## src/sie_pkg.sv

```systemverilog
// package of constants and carrier types for the supervisor interrupt-enable block
package sie_pkg;
	// ==========================================================
	// register offsets
	localparam logic [7:0] SIE_PKT_CFG_OFS = 8'h11;
	localparam logic [7:0] SIE_FAST_UV_OFS = 8'h13;
	localparam logic [7:0] SIE_SLOW_UV_OFS = 8'h14;
	localparam logic [7:0] SIE_FAST_OV_OFS = 8'h15;
	localparam logic [7:0] SIE_SLOW_OV_OFS = 8'h16;
	localparam logic [7:0] SIE_CTRL_OFS = 8'h1B;
	// ==========================================================
	// field positions and writable masks
	localparam int SIE_CHANNEL_TWO_BIT = 1;
	localparam int SIE_CHANNEL_THREE_BIT = 2;
	localparam int SIE_CHANNEL_FOUR_BIT = 3;
	localparam int SIE_PACKET_CHECK_ERROR_BIT = 0;
	localparam int SIE_THERMAL_TRIP_BIT = 2;
	localparam int SIE_RUNTIME_MAP_CHECK_BIT = 4;
	localparam int SIE_PACKET_CHECK_ON_BIT = 0;
	localparam int SIE_PACKET_CHECK_MANDATORY_BIT = 1;
	localparam logic [7:0] SIE_CHAN_MASK = 8'h0E;
	localparam logic [7:0] SIE_CTRL_MASK = 8'h15;
	localparam logic [7:0] SIE_PKT_CFG_MASK = 8'h03;
	// ==========================================================
	// reset values and map check polynomial
	localparam logic [7:0] SIE_ENABLE_RST = 8'h00;
	localparam logic [7:0] SIE_PKT_CFG_RST = 8'h00;
	localparam logic [7:0] SIE_CRC_POLY = 8'h07;
	localparam logic [7:0] SIE_CRC_INIT = 8'h00;
	// ==========================================================
	// carriers
	typedef struct packed {
		logic wr;
		logic rd;
		logic [7:0] addr;
		logic [7:0] wdata;
	} sie_req_s;
	typedef struct packed {
		logic [2:0] fast_path_undervolt;
		logic [2:0] slow_path_undervolt;
		logic [2:0] fast_path_overvolt;
		logic [2:0] slow_path_overvolt;
		logic thermal;
	} sie_flt_s;
	typedef struct packed {
		logic done;
		logic check_byte_present;
		logic check_byte_good;
	} sie_pkt_s;
endpackage

```

## src/sie_irq_enables.sv

```systemverilog
// interrupt-enable register set, map integrity check and interrupt output of the supervisor
`timescale 1ns/10ps
`default_nettype none
module sie_irq_enables
	import sie_pkg::*;
(
	input wire logic clk,
	input wire logic rstn,
	input wire sie_req_s req,
	input wire sie_flt_s flags,
	input wire sie_pkt_s pkt,
	input wire logic map_fault_clr,
	input wire logic pkt_fault_clr,
	output logic [7:0] rdata,
	output logic map_fault,
	output logic pkt_fault,
	output logic interrupt_out_n,
	output logic interrupt_out_n_oe
);
	// ==========================================================
	// registers
	logic [7:0] fast_uv_q;
	logic [7:0] slow_uv_q;
	logic [7:0] fast_ov_q;
	logic [7:0] slow_ov_q;
	logic [7:0] ctrl_q;
	logic [7:0] pkt_cfg_q;
	logic [7:0] rdata_q;
	logic [7:0] crc_ref_q;
	logic crc_reload_q;
	logic map_fault_q;
	logic pkt_fault_q;
	logic irq_oe_q;

	// ==========================================================
	// decode
	wire hit_fast_uv = req.addr == SIE_FAST_UV_OFS;
	wire hit_slow_uv = req.addr == SIE_SLOW_UV_OFS;
	wire hit_fast_ov = req.addr == SIE_FAST_OV_OFS;
	wire hit_slow_ov = req.addr == SIE_SLOW_OV_OFS;
	wire hit_ctrl = req.addr == SIE_CTRL_OFS;
	wire hit_pkt = req.addr == SIE_PKT_CFG_OFS;
	wire wr_any = req.wr && (hit_fast_uv || hit_slow_uv || hit_fast_ov ||
		hit_slow_ov || hit_ctrl || hit_pkt);
	// reserved bits are dropped on write, so they always read zero
	wire [7:0] wdata_chan = req.wdata & SIE_CHAN_MASK;
	wire [7:0] wdata_ctrl = req.wdata & SIE_CTRL_MASK;
	wire [7:0] wdata_pkt = req.wdata & SIE_PKT_CFG_MASK;
	// one write strobe per register; unmapped offsets strobe nothing
	wire wr_fast_uv = req.wr && hit_fast_uv;
	wire wr_slow_uv = req.wr && hit_slow_uv;
	wire wr_fast_ov = req.wr && hit_fast_ov;
	wire wr_slow_ov = req.wr && hit_slow_ov;
	wire wr_ctrl = req.wr && hit_ctrl;
	wire wr_pkt = req.wr && hit_pkt;

	// the read path answers mapped offsets only, all else reads zero
	logic [7:0] rd_mux;
	always_comb begin
		if (hit_fast_uv) begin
			rd_mux = fast_uv_q;
		end else if (hit_slow_uv) begin
			rd_mux = slow_uv_q;
		end else if (hit_fast_ov) begin
			rd_mux = fast_ov_q;
		end else if (hit_slow_ov) begin
			rd_mux = slow_ov_q;
		end else if (hit_ctrl) begin
			rd_mux = ctrl_q;
		end else if (hit_pkt) begin
			rd_mux = pkt_cfg_q;
		end else begin
			rd_mux = 8'h00;
		end
	end

	// ==========================================================
	// register writes
	always_ff @(posedge clk or negedge rstn) begin
		if (!rstn) begin
			fast_uv_q <= SIE_ENABLE_RST;
			slow_uv_q <= SIE_ENABLE_RST;
			fast_ov_q <= SIE_ENABLE_RST;
			slow_ov_q <= SIE_ENABLE_RST;
			ctrl_q <= SIE_ENABLE_RST;
			pkt_cfg_q <= SIE_PKT_CFG_RST;
		end else begin
			if (wr_fast_uv) begin
				fast_uv_q <= wdata_chan;
			end
			if (wr_slow_uv) begin
				slow_uv_q <= wdata_chan;
			end
			if (wr_fast_ov) begin
				fast_ov_q <= wdata_chan;
			end
			if (wr_slow_ov) begin
				slow_ov_q <= wdata_chan;
			end
			if (wr_ctrl) begin
				ctrl_q <= wdata_ctrl;
			end
			if (wr_pkt) begin
				pkt_cfg_q <= wdata_pkt;
			end
		end
	end

	always_ff @(posedge clk or negedge rstn) begin
		if (!rstn) begin
			rdata_q <= 8'h00;
		end else if (req.rd) begin
			rdata_q <= rd_mux;
		end
	end

	// ==========================================================
	// register map integrity check
	function automatic logic [7:0] sie_crc8(input logic [47:0] data);
		logic [7:0] c;
		c = SIE_CRC_INIT;
		for (int i = 47; i >= 0; i--) begin
			if (c[7] ^ data[i]) begin
				c = {c[6:0], 1'b0} ^ SIE_CRC_POLY;
			end else begin
				c = {c[6:0], 1'b0};
			end
		end
		return c;
	endfunction

	wire [7:0] crc_live = sie_crc8({fast_uv_q, slow_uv_q, fast_ov_q, slow_ov_q,
		ctrl_q, pkt_cfg_q});
	wire check_on = ctrl_q[SIE_RUNTIME_MAP_CHECK_BIT];
	// compare skipped in the reload cycle, the reference is one cycle behind a write
	wire crc_bad = check_on && !crc_reload_q && (crc_live != crc_ref_q);

	always_ff @(posedge clk or negedge rstn) begin
		if (!rstn) begin
			crc_reload_q <= 1'b1;
			crc_ref_q <= 8'h00;
		end else begin
			crc_reload_q <= wr_any;
			if (crc_reload_q) crc_ref_q <= crc_live;
		end
	end

	// ==========================================================
	// packet check evaluation
	wire pkt_on = pkt_cfg_q[SIE_PACKET_CHECK_ON_BIT];
	wire pkt_must = pkt_cfg_q[SIE_PACKET_CHECK_MANDATORY_BIT];
	wire pkt_bad = pkt.done && pkt_on && ((pkt.check_byte_present && !pkt.check_byte_good) ||
		(pkt_must && !pkt.check_byte_present));

	// set wins over a clear in the same cycle
	always_ff @(posedge clk or negedge rstn) begin
		if (!rstn) begin
			map_fault_q <= 1'b0;
			pkt_fault_q <= 1'b0;
		end else begin
			map_fault_q <= crc_bad || (map_fault_q && !map_fault_clr);
			pkt_fault_q <= pkt_bad || (pkt_fault_q && !pkt_fault_clr);
		end
	end

	// ==========================================================
	// interrupt mapping
	// flags lined up with the enable bit positions, bit 0 stays reserved
	wire [3:0] fast_uv_flt = {flags.fast_path_undervolt, 1'b0};
	wire [3:0] slow_uv_flt = {flags.slow_path_undervolt, 1'b0};
	wire [3:0] fast_ov_flt = {flags.fast_path_overvolt, 1'b0};
	wire [3:0] slow_ov_flt = {flags.slow_path_overvolt, 1'b0};
	// a flag counts only where its own enable bit is set
	wire [3:0] fast_uv_hit = fast_uv_flt & fast_uv_q[3:0];
	wire [3:0] slow_uv_hit = slow_uv_flt & slow_uv_q[3:0];
	wire [3:0] fast_ov_hit = fast_ov_flt & fast_ov_q[3:0];
	wire [3:0] slow_ov_hit = slow_ov_flt & slow_ov_q[3:0];
	wire uv_irq = (|fast_uv_hit) || (|slow_uv_hit);
	wire ov_irq = (|fast_ov_hit) || (|slow_ov_hit);
	wire map_irq = map_fault_q && ctrl_q[SIE_RUNTIME_MAP_CHECK_BIT];
	wire thermal_irq = flags.thermal && ctrl_q[SIE_THERMAL_TRIP_BIT];
	wire pkt_irq = pkt_fault_q && ctrl_q[SIE_PACKET_CHECK_ERROR_BIT];
	wire ctl_irq = map_irq || thermal_irq || pkt_irq;

	// open drain: only ever pulls low, the enable carries the level
	always_ff @(posedge clk or negedge rstn) begin
		if (!rstn) begin
			irq_oe_q <= 1'b0;
		end else begin
			irq_oe_q <= uv_irq || ov_irq || ctl_irq;
		end
	end

	logic irq_low_q;
	always_ff @(posedge clk or negedge rstn) begin
		if (!rstn) begin
			irq_low_q <= 1'b0;
		end else begin
			irq_low_q <= 1'b0;
		end
	end

	assign rdata = rdata_q;
	assign map_fault = map_fault_q;
	assign pkt_fault = pkt_fault_q;
	assign interrupt_out_n = irq_low_q;
	assign interrupt_out_n_oe = irq_oe_q;
endmodule
`default_nettype wire

```

## config.mk

```make
export PLATFORM = sky130hd
export DESIGN_NAME = sie_irq_enables
export DESIGN_NICKNAME = d
export VERILOG_FILES = /design/src/sie_pkg.sv /design/src/sie_irq_enables.sv
export SDC_FILE = /design/constraint.sdc
export NUM_CORES = 1
export LEC_CHECK = 0
export BUFFER_PORTS_ARGS = -buffer_cell sky130_fd_sc_hd__buf_4
export CORE_ASPECT_RATIO = 1.75
export CORE_MARGIN = 2
export CORE_UTILIZATION = 32
export DETAILED_ROUTE_END_ITERATION = 16
export PLACE_DENSITY_LB_ADDON = 0.25
export SYNTH_ARGS = -nofsm -noshare
export SYNTH_HDL_FRONTEND = slang
export SYNTH_SLANG_ARGS = --single-unit
```

## constraint.sdc

```tcl
create_clock -name clk -period 3.3 [get_ports clk]
set_input_delay 0.66 -clock clk [delete_from_list [all_inputs] [get_ports clk]]
set_output_delay 0.66 -clock clk [all_outputs]
set_load 0.02 [all_outputs]
```

==> metrics.txt, run 1 <==
cell row count 41; cts hold-fix bufs 0; Clk pwr share 0.315; Max Clk Rate 395 MHz; status completed; crit path cell chain xor3_2 > xnor3_2 > xnor3_2 > xnor2_1 > nor3_1 > a41oi_1; clk slew on worst S/H paths 0.06 ns; Area Overhead vs Synth 21.5%; Core ar. 7180 sq um; initial antenna violation count 0; CP top delay family XOR/XNOR gates; drt drc 0; ANT nets after route 0; Vert. Die Dim 118 um; postcts setup bufs 0; Cells after DPL 327; number of cells on the critical path 6; CTS Root Cell clkbuf_16; routability congestion estimate 0.813; CTS Sinks 34; Leakage 1.36 nW; most frequent cells in the layout 45 x buf_4, 33 x dfrtp_1, 28 x xnor2_1; drt initial violations 139; crit path kind flip-flop to flip-flop; final hold vios 0; YS warnings 0; Top FF cell, synth dfrtp_1; VDD IR-drop max 0.216 mV; RSZ-0062 raised after global routing false; clk buf depth 2; layout cells sized above 1 0.321; Worst path max stage delay 0.55 ns; largest net degree at the start of global routing 35; logic gate share of total power 0.347; Cell Count, Final, Fillers Out 335; Int Pwr 1.06 mW; Worst-Margin Slew 0.571 ns; Hold Crit Class input pin to asynchronous set/reset pin; CP startpoint kind flip-flop; EDFF count, synth 0; gr ovfl total 0; post-route cell area 2880 sq um; Switch Pwr 444 uW; Crit path arrival time 2.68 ns; clk_lat worst skew 0.28 ns; CP endpoint kind flip-flop; Ports 50; Netlist cell types 44; Flop pwr share 0.338; post-route setup slack 0.768 ns; H-tree level count 2; Post-Syn Area 2370 sq um; post-place setup slack 0.674 ns; most frequent CP cell xnor3_2; R2R cell count 6; first-pass GRT wire length 9.47 mm; Post-Synthesis Cells 210; Avg Vias per Cell 5.00; Rel. slew slack 0.616; min cycle time layout 2.53 ns; #FFs+latches synth 34; ANT cells 0; maxcap violations 0; number of global-route vias before repair 1736; Sw Ratio 0.295; Clock Skew 0.00454 ns; setup TNS 0 ns; pwr dens 523 nW/um^2; Max Slew Vio Count 0; via count 1674; CTS tree done; sequential area share after synthesis 0.360; CP required 3.45 ns; die width 69 um; Worst Path Max Fanout 7; CTS buffer count 5; WL final 5.88 mm; Area after DPL 2730 sq um; WL per Instance 17.6 um; Finish-stage setup viols 0; nets 286; Pre-Repair DR Iteration Count 4; post-DP HPWL 4.52 mm; average instance area after synthesis 11.3 sq um; Critical path buffers and inverters 0; cts repair resizes 0; total track usage 0.155; CP max-delay cell dfrtp_1; crit share post-route 0.767; Initial Util 0.329; port bufs 42; fillcell total 717; Die ar. 8120 sq um; leading cell type in the layout, fill and taps excluded buf_4; asr flop ratio synth 1.00
-- registers in the layout (all words and copies together), names as in the netlist, 2 cells and up --
register   count
slow_ov_q      3
fast_ov_q      3
rdata          5
ctrl_q         3
fast_uv_q      3
slow_uv_q      3
crc_ref_q      8
pkt_cfg_q      2
-- power by group through the flow --
stage	Sequential [mW]	Clock, mW	Combinational [mW]
4_1_cts	0.509	0.490	0.533
2_1_floorplan	0.505	0	0.415
6_report	0.509	0.474	0.522
3_3_place_gp	0.515	0	0.525
3_5_place_dp	0.517	0	0.529
5_1_grt	0.515	0.506	0.579
-- area by class of cell --
| type | count | area (sq um) | area share |
|---|---|---|---|
| Clock buffer | 7 | 143 | 0.0496 |
| Clock inverter | 1 | 5.00 | 0.00174 |
| Inverter | 4 | 15.0 | 0.00522 |
| Multi-Input combinational cell | 158 | 1420 | 0.492 |
| Sequential cell | 34 | 852 | 0.296 |
| Tap cell | 86 | 108 | 0.0374 |
| Timing Repair Buffer | 45 | 338 | 0.117 |
-- layer usage --
metal	up-vias	share of wire	track usage
li1	802	-	-
met1	804	0.36	0.159
met2	51	0.54	0.276
met3	17	0.045	0.0351
met4	0	0.052	0.0993
met5	-	0	0
-- worst paths after layout --
check,start,endpoint,slack (ns)
max,fast_ov_q[1],map_fault,0.77
min,rstn,crc_ref_q[5],0.33
max reg2reg,fast_ov_q[1],map_fault,0.77
min reg2reg,rdata[1],rdata[1],0.51
max in group asynchronous,rstn,crc_reload_q,2.63
min in group clk,rdata[1],rdata[1],0.51
-- metrics by stage --
step           total power, mW  hold slack, ns   util
3_5_place_dp              1.05           0.506  0.380
6_report                  1.50           0.326  0.400
2_1_floorplan            0.920           0.364      -
4_1_cts                   1.53           0.341  0.400
5_1_grt                   1.60           0.368  0.400
3_3_place_gp              1.04           0.489  0.380
-- Yosys cell counts, types with 3 or more instances --
master / number / share of area
a21oi_1: 9 / 0.019
a22oi_1: 6 / 0.019
buf_2: 3 / 0.0063
buf_4: 5 / 0.016
clkbuf_1: 6 / 0.0095
dfrtp_1: 33 / 0.35
inv_1: 4 / 0.0063
mux2_2: 21 / 0.10
mux2i_1: 5 / 0.021
nand2_1: 10 / 0.016
nand3_1: 3 / 0.0063
nand4_1: 3 / 0.0079
nor2_1: 14 / 0.022
o21ai_0: 5 / 0.011
xnor2_1: 28 / 0.10
xnor3_1: 9 / 0.086
xor2_1: 11 / 0.041
xor3_1: 3 / 0.030
-- logic make-up (layout without fill, tap and decap cells) --
group,Yosys count,count (layout),synth area share
other cells,1,4,0.00158
mux,26,26,0.121
flops,34,34,0.360
compound gates,29,29,0.0809
simple gates,44,44,0.0920
xor+xnor,55,55,0.298
buf+inv,21,57,0.0465
-- worst register-to-register path, stage by stage (launching register included) --
cell     delay [ns]
dfrtp_1        0.55
xor3_2         0.54
xnor3_2        0.43
xnor3_2        0.40
xnor2_1        0.14
nor3_1         0.21
a41oi_1        0.13
No activity file was read; power rests on OpenSTA's default activity.
==> run 2, diff against run 1 <==
ABC_AREA = 1   (was not set)
clock period = 2.55 ns   (was 3.3 ns; I/O delays follow)
==> run 2 against run 1 <==
The run now ends with negative setup slack left. Critical path depth is 19 higher. Wire length is 73% higher. Synthesized area is 37% higher. Largest cell class unchanged. Clock-buffer cell count is 1 lower. First-iteration DRC count is 7.9% higher. Cell area is 77% higher. Register-to-register slack worse by 1.2 ns. Critical path type unchanged.
==> metrics.txt, run 2 <==
sequential area share after synthesis 0.264; post-route cell area 5080 sq um; Vert. Die Dim 137 um; clk slew on worst S/H paths 0.06 ns; Leakage 2.55 nW; EDFF count, synth 0; post-synth top area cell dfrtp_1; min cycle time layout 2.96 ns; number of global-route vias before repair 3313; Cell Count, Final, Fillers Out 718; CP max-delay cell dfrtp_2; ANT cells 0; CP required 2.72 ns; Initial Util 0.328; initial antenna violation count 0; post-DP HPWL 7.35 mm; Post-Synthesis Cells 485; Max Slew Vio Count 0; cell row count 48; WL per Instance 14.2 um; VDD IR-drop max 0.527 mV; final hold vios 0; Ports 50; cts hold-fix bufs 0; die width 80.0 um; Top reg by flops crc_ref_q; Die ar. 10900 sq um; Area after DPL 3990 sq um; gr ovfl total 0; post-synthesis mux area share 0.00349; port bufs 42; first-pass GRT wire length 14.7 mm; post-route setup slack -0.406 ns; YS warnings 0; Pre-Repair DR Iteration Count 4; Post-Syn Area 3230 sq um; Post-Synth Adder-Cell Area 0; clk_lat worst skew 0.28 ns; WL final 10.2 mm; most frequent CP cell nand2_4; top post-synthesis cells by count 169 x nand2_1, 66 x nand3_1, 53 x inv_1; total track usage 0.174; drt drc 0; Synth top area share 0.256; crit share post-route 1.16; maxcap violations 0; layout cells sized above 1 0.486; leading cell type in the layout, fill and taps excluded nand2_1; routability congestion estimate 0.896; simple-gate share of the synthesized area 0.492; crit path kind flip-flop to flip-flop; average instance area after synthesis 6.66 sq um; CTS tree done; Area Overhead vs Synth 57.2%; drt initial violations 150; Crit path arrival time 3.13 ns; post-place setup slack -0.568 ns; Cells after DPL 691; CP startpoint kind flip-flop; largest net degree at the start of global routing 35; Hold Crit Class input pin to asynchronous set/reset pin; count leader, synth nand2_1; CP endpoint kind flip-flop; synth top area cells dfrtp_1 26%, nand2_1 20%, nand3_1 10%; status finished with violations; Rel. slew slack 0.674; Clock Skew 0.00278 ns; asr flop ratio synth 1.00; Synth Area in XOR/XNOR 0.0693; H-tree level count 2; fillcell total 956; nets 630; Finish-stage setup viols 7; ANT nets after route 0; Top FF cell, synth dfrtp_1; Worst Path Max Fanout 6; CTS Root Cell clkbuf_16; Netlist cell types 37; most frequent cells in the layout 112 x nand2_1, 95 x buf_4, 57 x nand2_4; CTS buffer count 5; Compound-Gate Fraction of Synth Area 0.0747; clk buf depth 2; #FFs+latches synth 34; Critical path buffers and inverters 1; Max Clk Rate 338 MHz; pwr dens 1110 nW/um^2; Worst path max stage delay 0.48 ns; main combinational cell family by area after synthesis simple AND/OR/NAND/NOR gates; CTS Sinks 34; max reg flops 8; failing checks negative setup slack; Worst-Margin Slew 0.477 ns; setup TNS -0.972 ns; Avg Vias per Cell 4.92; RSZ-0062 raised after global routing true; Core ar. 9850 sq um; CP top delay family simple AND/OR/NAND/NOR gates; via count 3532
==> run 2: cell count changes in the layout (fill, tap and decap cells not counted), sizes merged, moves of 10 or more <==
cell   change
buf       +60
inv       +60
mux2      -20
nand2    +206
nand3     +71
o21ai     +26
xnor2     -26
xnor3     -10
==> run 2: metrics by stage <==
stage,utilization,power [mW],hold slack [ns]
after floorplan,-,2.90,0.214
after global placement,0.405,3.59,0.469
after detailed placement,0.405,3.65,0.483
after CTS,0.440,4.53,0.198
after global routing,0.516,6.10,0.224
final,0.516,5.65,0.172
==> run 2: kinds of logic after synthesis <==
| family | after synthesis |
|---|---|
| simple gates | 313 |
| other cells | 1 |
| xor+xnor | 21 |
| buf+inv | 72 |
| mux | 1 |
| flops | 34 |
| compound gates | 43 |
==> run 2: area by class of cell <==
cell class | instances | area [sq um] | area share
multi-input cells | 382 | 2810 | 0.553
flip-flops and latches | 34 | 858 | 0.169
repair buffers | 105 | 843 | 0.166
inverters | 64 | 263 | 0.0517
well taps | 125 | 156 | 0.0308
clock buffers | 6 | 139 | 0.0273
clock inverters | 2 | 12.5 | 0.00246
==> run 2: final timing paths <==
check	cells past startpoint	endpoint	from	slack, ns
max in group asynchronous	1	crc_reload_q	rstn	2.01
min in group clk	2	pkt_fault	pkt_fault_clr	0.41
min	1	rdata[2]	rstn	0.17
min reg2reg	2	rdata[3]	rdata[3]	0.49
max	25	map_fault	fast_uv_q[1]	-0.41
max reg2reg	25	map_fault	fast_uv_q[1]	-0.41
==> run 2: what timing repair did <==
item                                    in CTS  in global routing
endpoints found under the setup margin       9                  9
pin swaps                                   17                 44
setup buffers                                6                 13
resized for setup                           43                142
==> run 2: routing by layer <==
metal  up-vias  GRT usage  wire length [um]
met4         0      0.112               581
met3        32     0.0211               191
li1       1767          -                 -
met1      1669      0.155              3220
met2        64      0.349              6200
met5         -          0                 0
==> run 2: power breakdown <==
group	internal [mW]	switching, mW
Combinational	1.76	2.58
Sequential	0.613	0.0613
Clock	0.387	0.241
==> run 3, diff against run 2 <==
SKIP_LAST_GASP = 1   (was not set)
TNS_END_PERCENT = 5   (was not set)
==> run 3 against run 2 <==
The flow still finishes with violations (negative setup slack). Clock power barely moved. Clock-buffer cell count did not move. Register-to-register slack hardly changed. Global-route usage down 0.12 points. Core utilization fell by 5.2 points. Sequential cell count did not move. Critical endpoint unchanged.
==> metrics.txt, run 3 (synthesized netlist as in run 2, its figures left out) <==
leading cell type in the layout, fill and taps excluded nand2_1; failing checks negative setup slack; Crit path arrival time 3.14 ns; CP max-delay cell dfrtp_2; CTS Root Cell clkbuf_16; cts hold-fix bufs 0; WL final 9.42 mm; min cycle time layout 2.97 ns; largest net degree at the start of global routing 35; layout cells sized above 1 0.409; Hold Crit Class input pin to asynchronous set/reset pin; final hold vios 0; Area Overhead vs Synth 41.4%; most frequent cells in the layout 139 x nand2_1, 92 x buf_4, 52 x inv_1; ANT nets after route 0; port bufs 42; Avg Vias per Cell 4.83; clk buf depth 2; clk_lat worst skew 0.28 ns; total track usage 0.173; Max Slew Vio Count 0; Die ar. 10900 sq um; Leakage 2.36 nW; maxcap violations 0; nets 622; WL per Instance 13.3 um; clk slew on worst S/H paths 0.06 ns; CP required 2.72 ns; H-tree level count 2; via count 3430; post-DP HPWL 7.35 mm; Core ar. 9850 sq um; CP startpoint kind flip-flop; routability congestion estimate 0.896; fillcell total 1015; post-place setup slack -0.568 ns; die width 80.0 um; post-route setup slack -0.418 ns; Top reg by flops crc_ref_q; Max Clk Rate 337 MHz; gr ovfl total 0; first-pass GRT wire length 14.6 mm; Worst path max stage delay 0.47 ns; CTS Sinks 34; number of global-route vias before repair 3293; Pre-Repair DR Iteration Count 4; Worst Path Max Fanout 6; Clock Skew 0.00296 ns; VDD IR-drop max 0.507 mV; Initial Util 0.328; Tot Pwr 4.93 mW; Rel. slew slack 0.662; Ports 50; Vert. Die Dim 137 um; drt drc 0; RSZ-0062 raised after global routing true; crit share post-route 1.16; drt initial violations 141; CTS tree done; most frequent CP cell nand2_4; cell row count 48; max reg flops 8; status finished with violations; pwr dens 1080 nW/um^2; initial antenna violation count 0; Worst-Margin Slew 0.495 ns; CTS buffer count 5; crit path cell chain buf_6 > nand2_1 > nand3_1 > nand2_2 > nand2_4 > nand2_2 > nand2_4 > nand2_8 > nand2_4 > nand3_4 > nand2_4 > nand2_1 > nand2_4 > nand2_4 > nand2_4 > nand2_2 > nand2_2 > buf_4 > xnor3_1 > nor2_2 > nand2_1 > nand2_1 > nand2_1; CP endpoint kind flip-flop; ANT cells 0; Finish-stage setup viols 7; crit path kind flip-flop to flip-flop
[run 3: cell types whose count changed in the layout (fill, tap and decap cells not counted), sizes merged]
| cell | change |
|---|---|
| buf | -8 |
[run 3: final timing paths]
path / start / end / slack [ns] / cells past startpoint
worst max-delay path: fast_uv_q[1] / map_fault / -0.42 / 23
worst min-delay path: rstn / rdata[2] / 0.18 / 1
worst max register to register: fast_uv_q[1] / map_fault / -0.42 / 23
worst min register to register: rdata[3] / rdata[3] / 0.49 / 2
max in group asynchronous: rstn / crc_reload_q / 2.02 / 1
min in group clk: pkt_fault_clr / pkt_fault / 0.41 / 2
[run 3: per-layer routing]
metal / part of all wire / GRT usage / vias up
met3: 0.022 / 0.0211 / 32
met4: 0.065 / 0.112 / 0
met2: 0.59 / 0.346 / 68
li1: - / - / 1747
met1: 0.33 / 0.154 / 1583
met5: 0 / 0 / -
[run 3: cell type report]
class                           count  area, sq um  share of cell area
Sequential cell                    34          856               0.187
Clock buffer                        6          139              0.0304
Timing Repair Buffer               97          747               0.164
Clock inverter                      2         12.5             0.00274
Tap cell                          125          156              0.0342
Inverter                           64          250              0.0548
Multi-Input combinational cell    382         2410               0.527
[run 3: worst max-delay path, delay by kind of cell (launching register included)]
family                    cells  cell delay (ns)
xor gates and xnor gates      1             0.33
buffers and inverters         2             0.30
DFF                           1             0.47
and+or+nand+nor              20             1.75
[run 3: repair_timing]
item | 4_1_cts | 5_1_grt
setup buffers | 6 | 5
pin swaps | 13 | 13
gates resized for setup | 33 | 53
hold endpoints to repair | 0 | 0
setup endpoints to repair | 9 | 9
[run 3: stage by stage]
stage	utilization	hold slack, ns	cell area (sq um)	TNS [ns]	instances
6_report	0.464	0.182	4570	-1.20	710
5_1_grt	0.464	0.224	4570	-2.93	710
4_1_cts	0.437	0.198	4300	-1.05	705
3_5_place_dp	0.405	0.483	3990	-2.30	691
3_3_place_gp	0.405	0.469	3990	-1.48	691
2_1_floorplan	-	0.214	3240	-0.0116	488
[run 3: report_power, final]
| group | leakage (nW) | switching [mW] | internal, mW |
|---|---|---|---|
| sequential | 0.429 | 0.0596 | 0.613 |
| combinational | 1.85 | 2.17 | 1.47 |
| clock | 0.0729 | 0.240 | 0.387 |
| total | 2.36 | 2.47 | 2.47 |
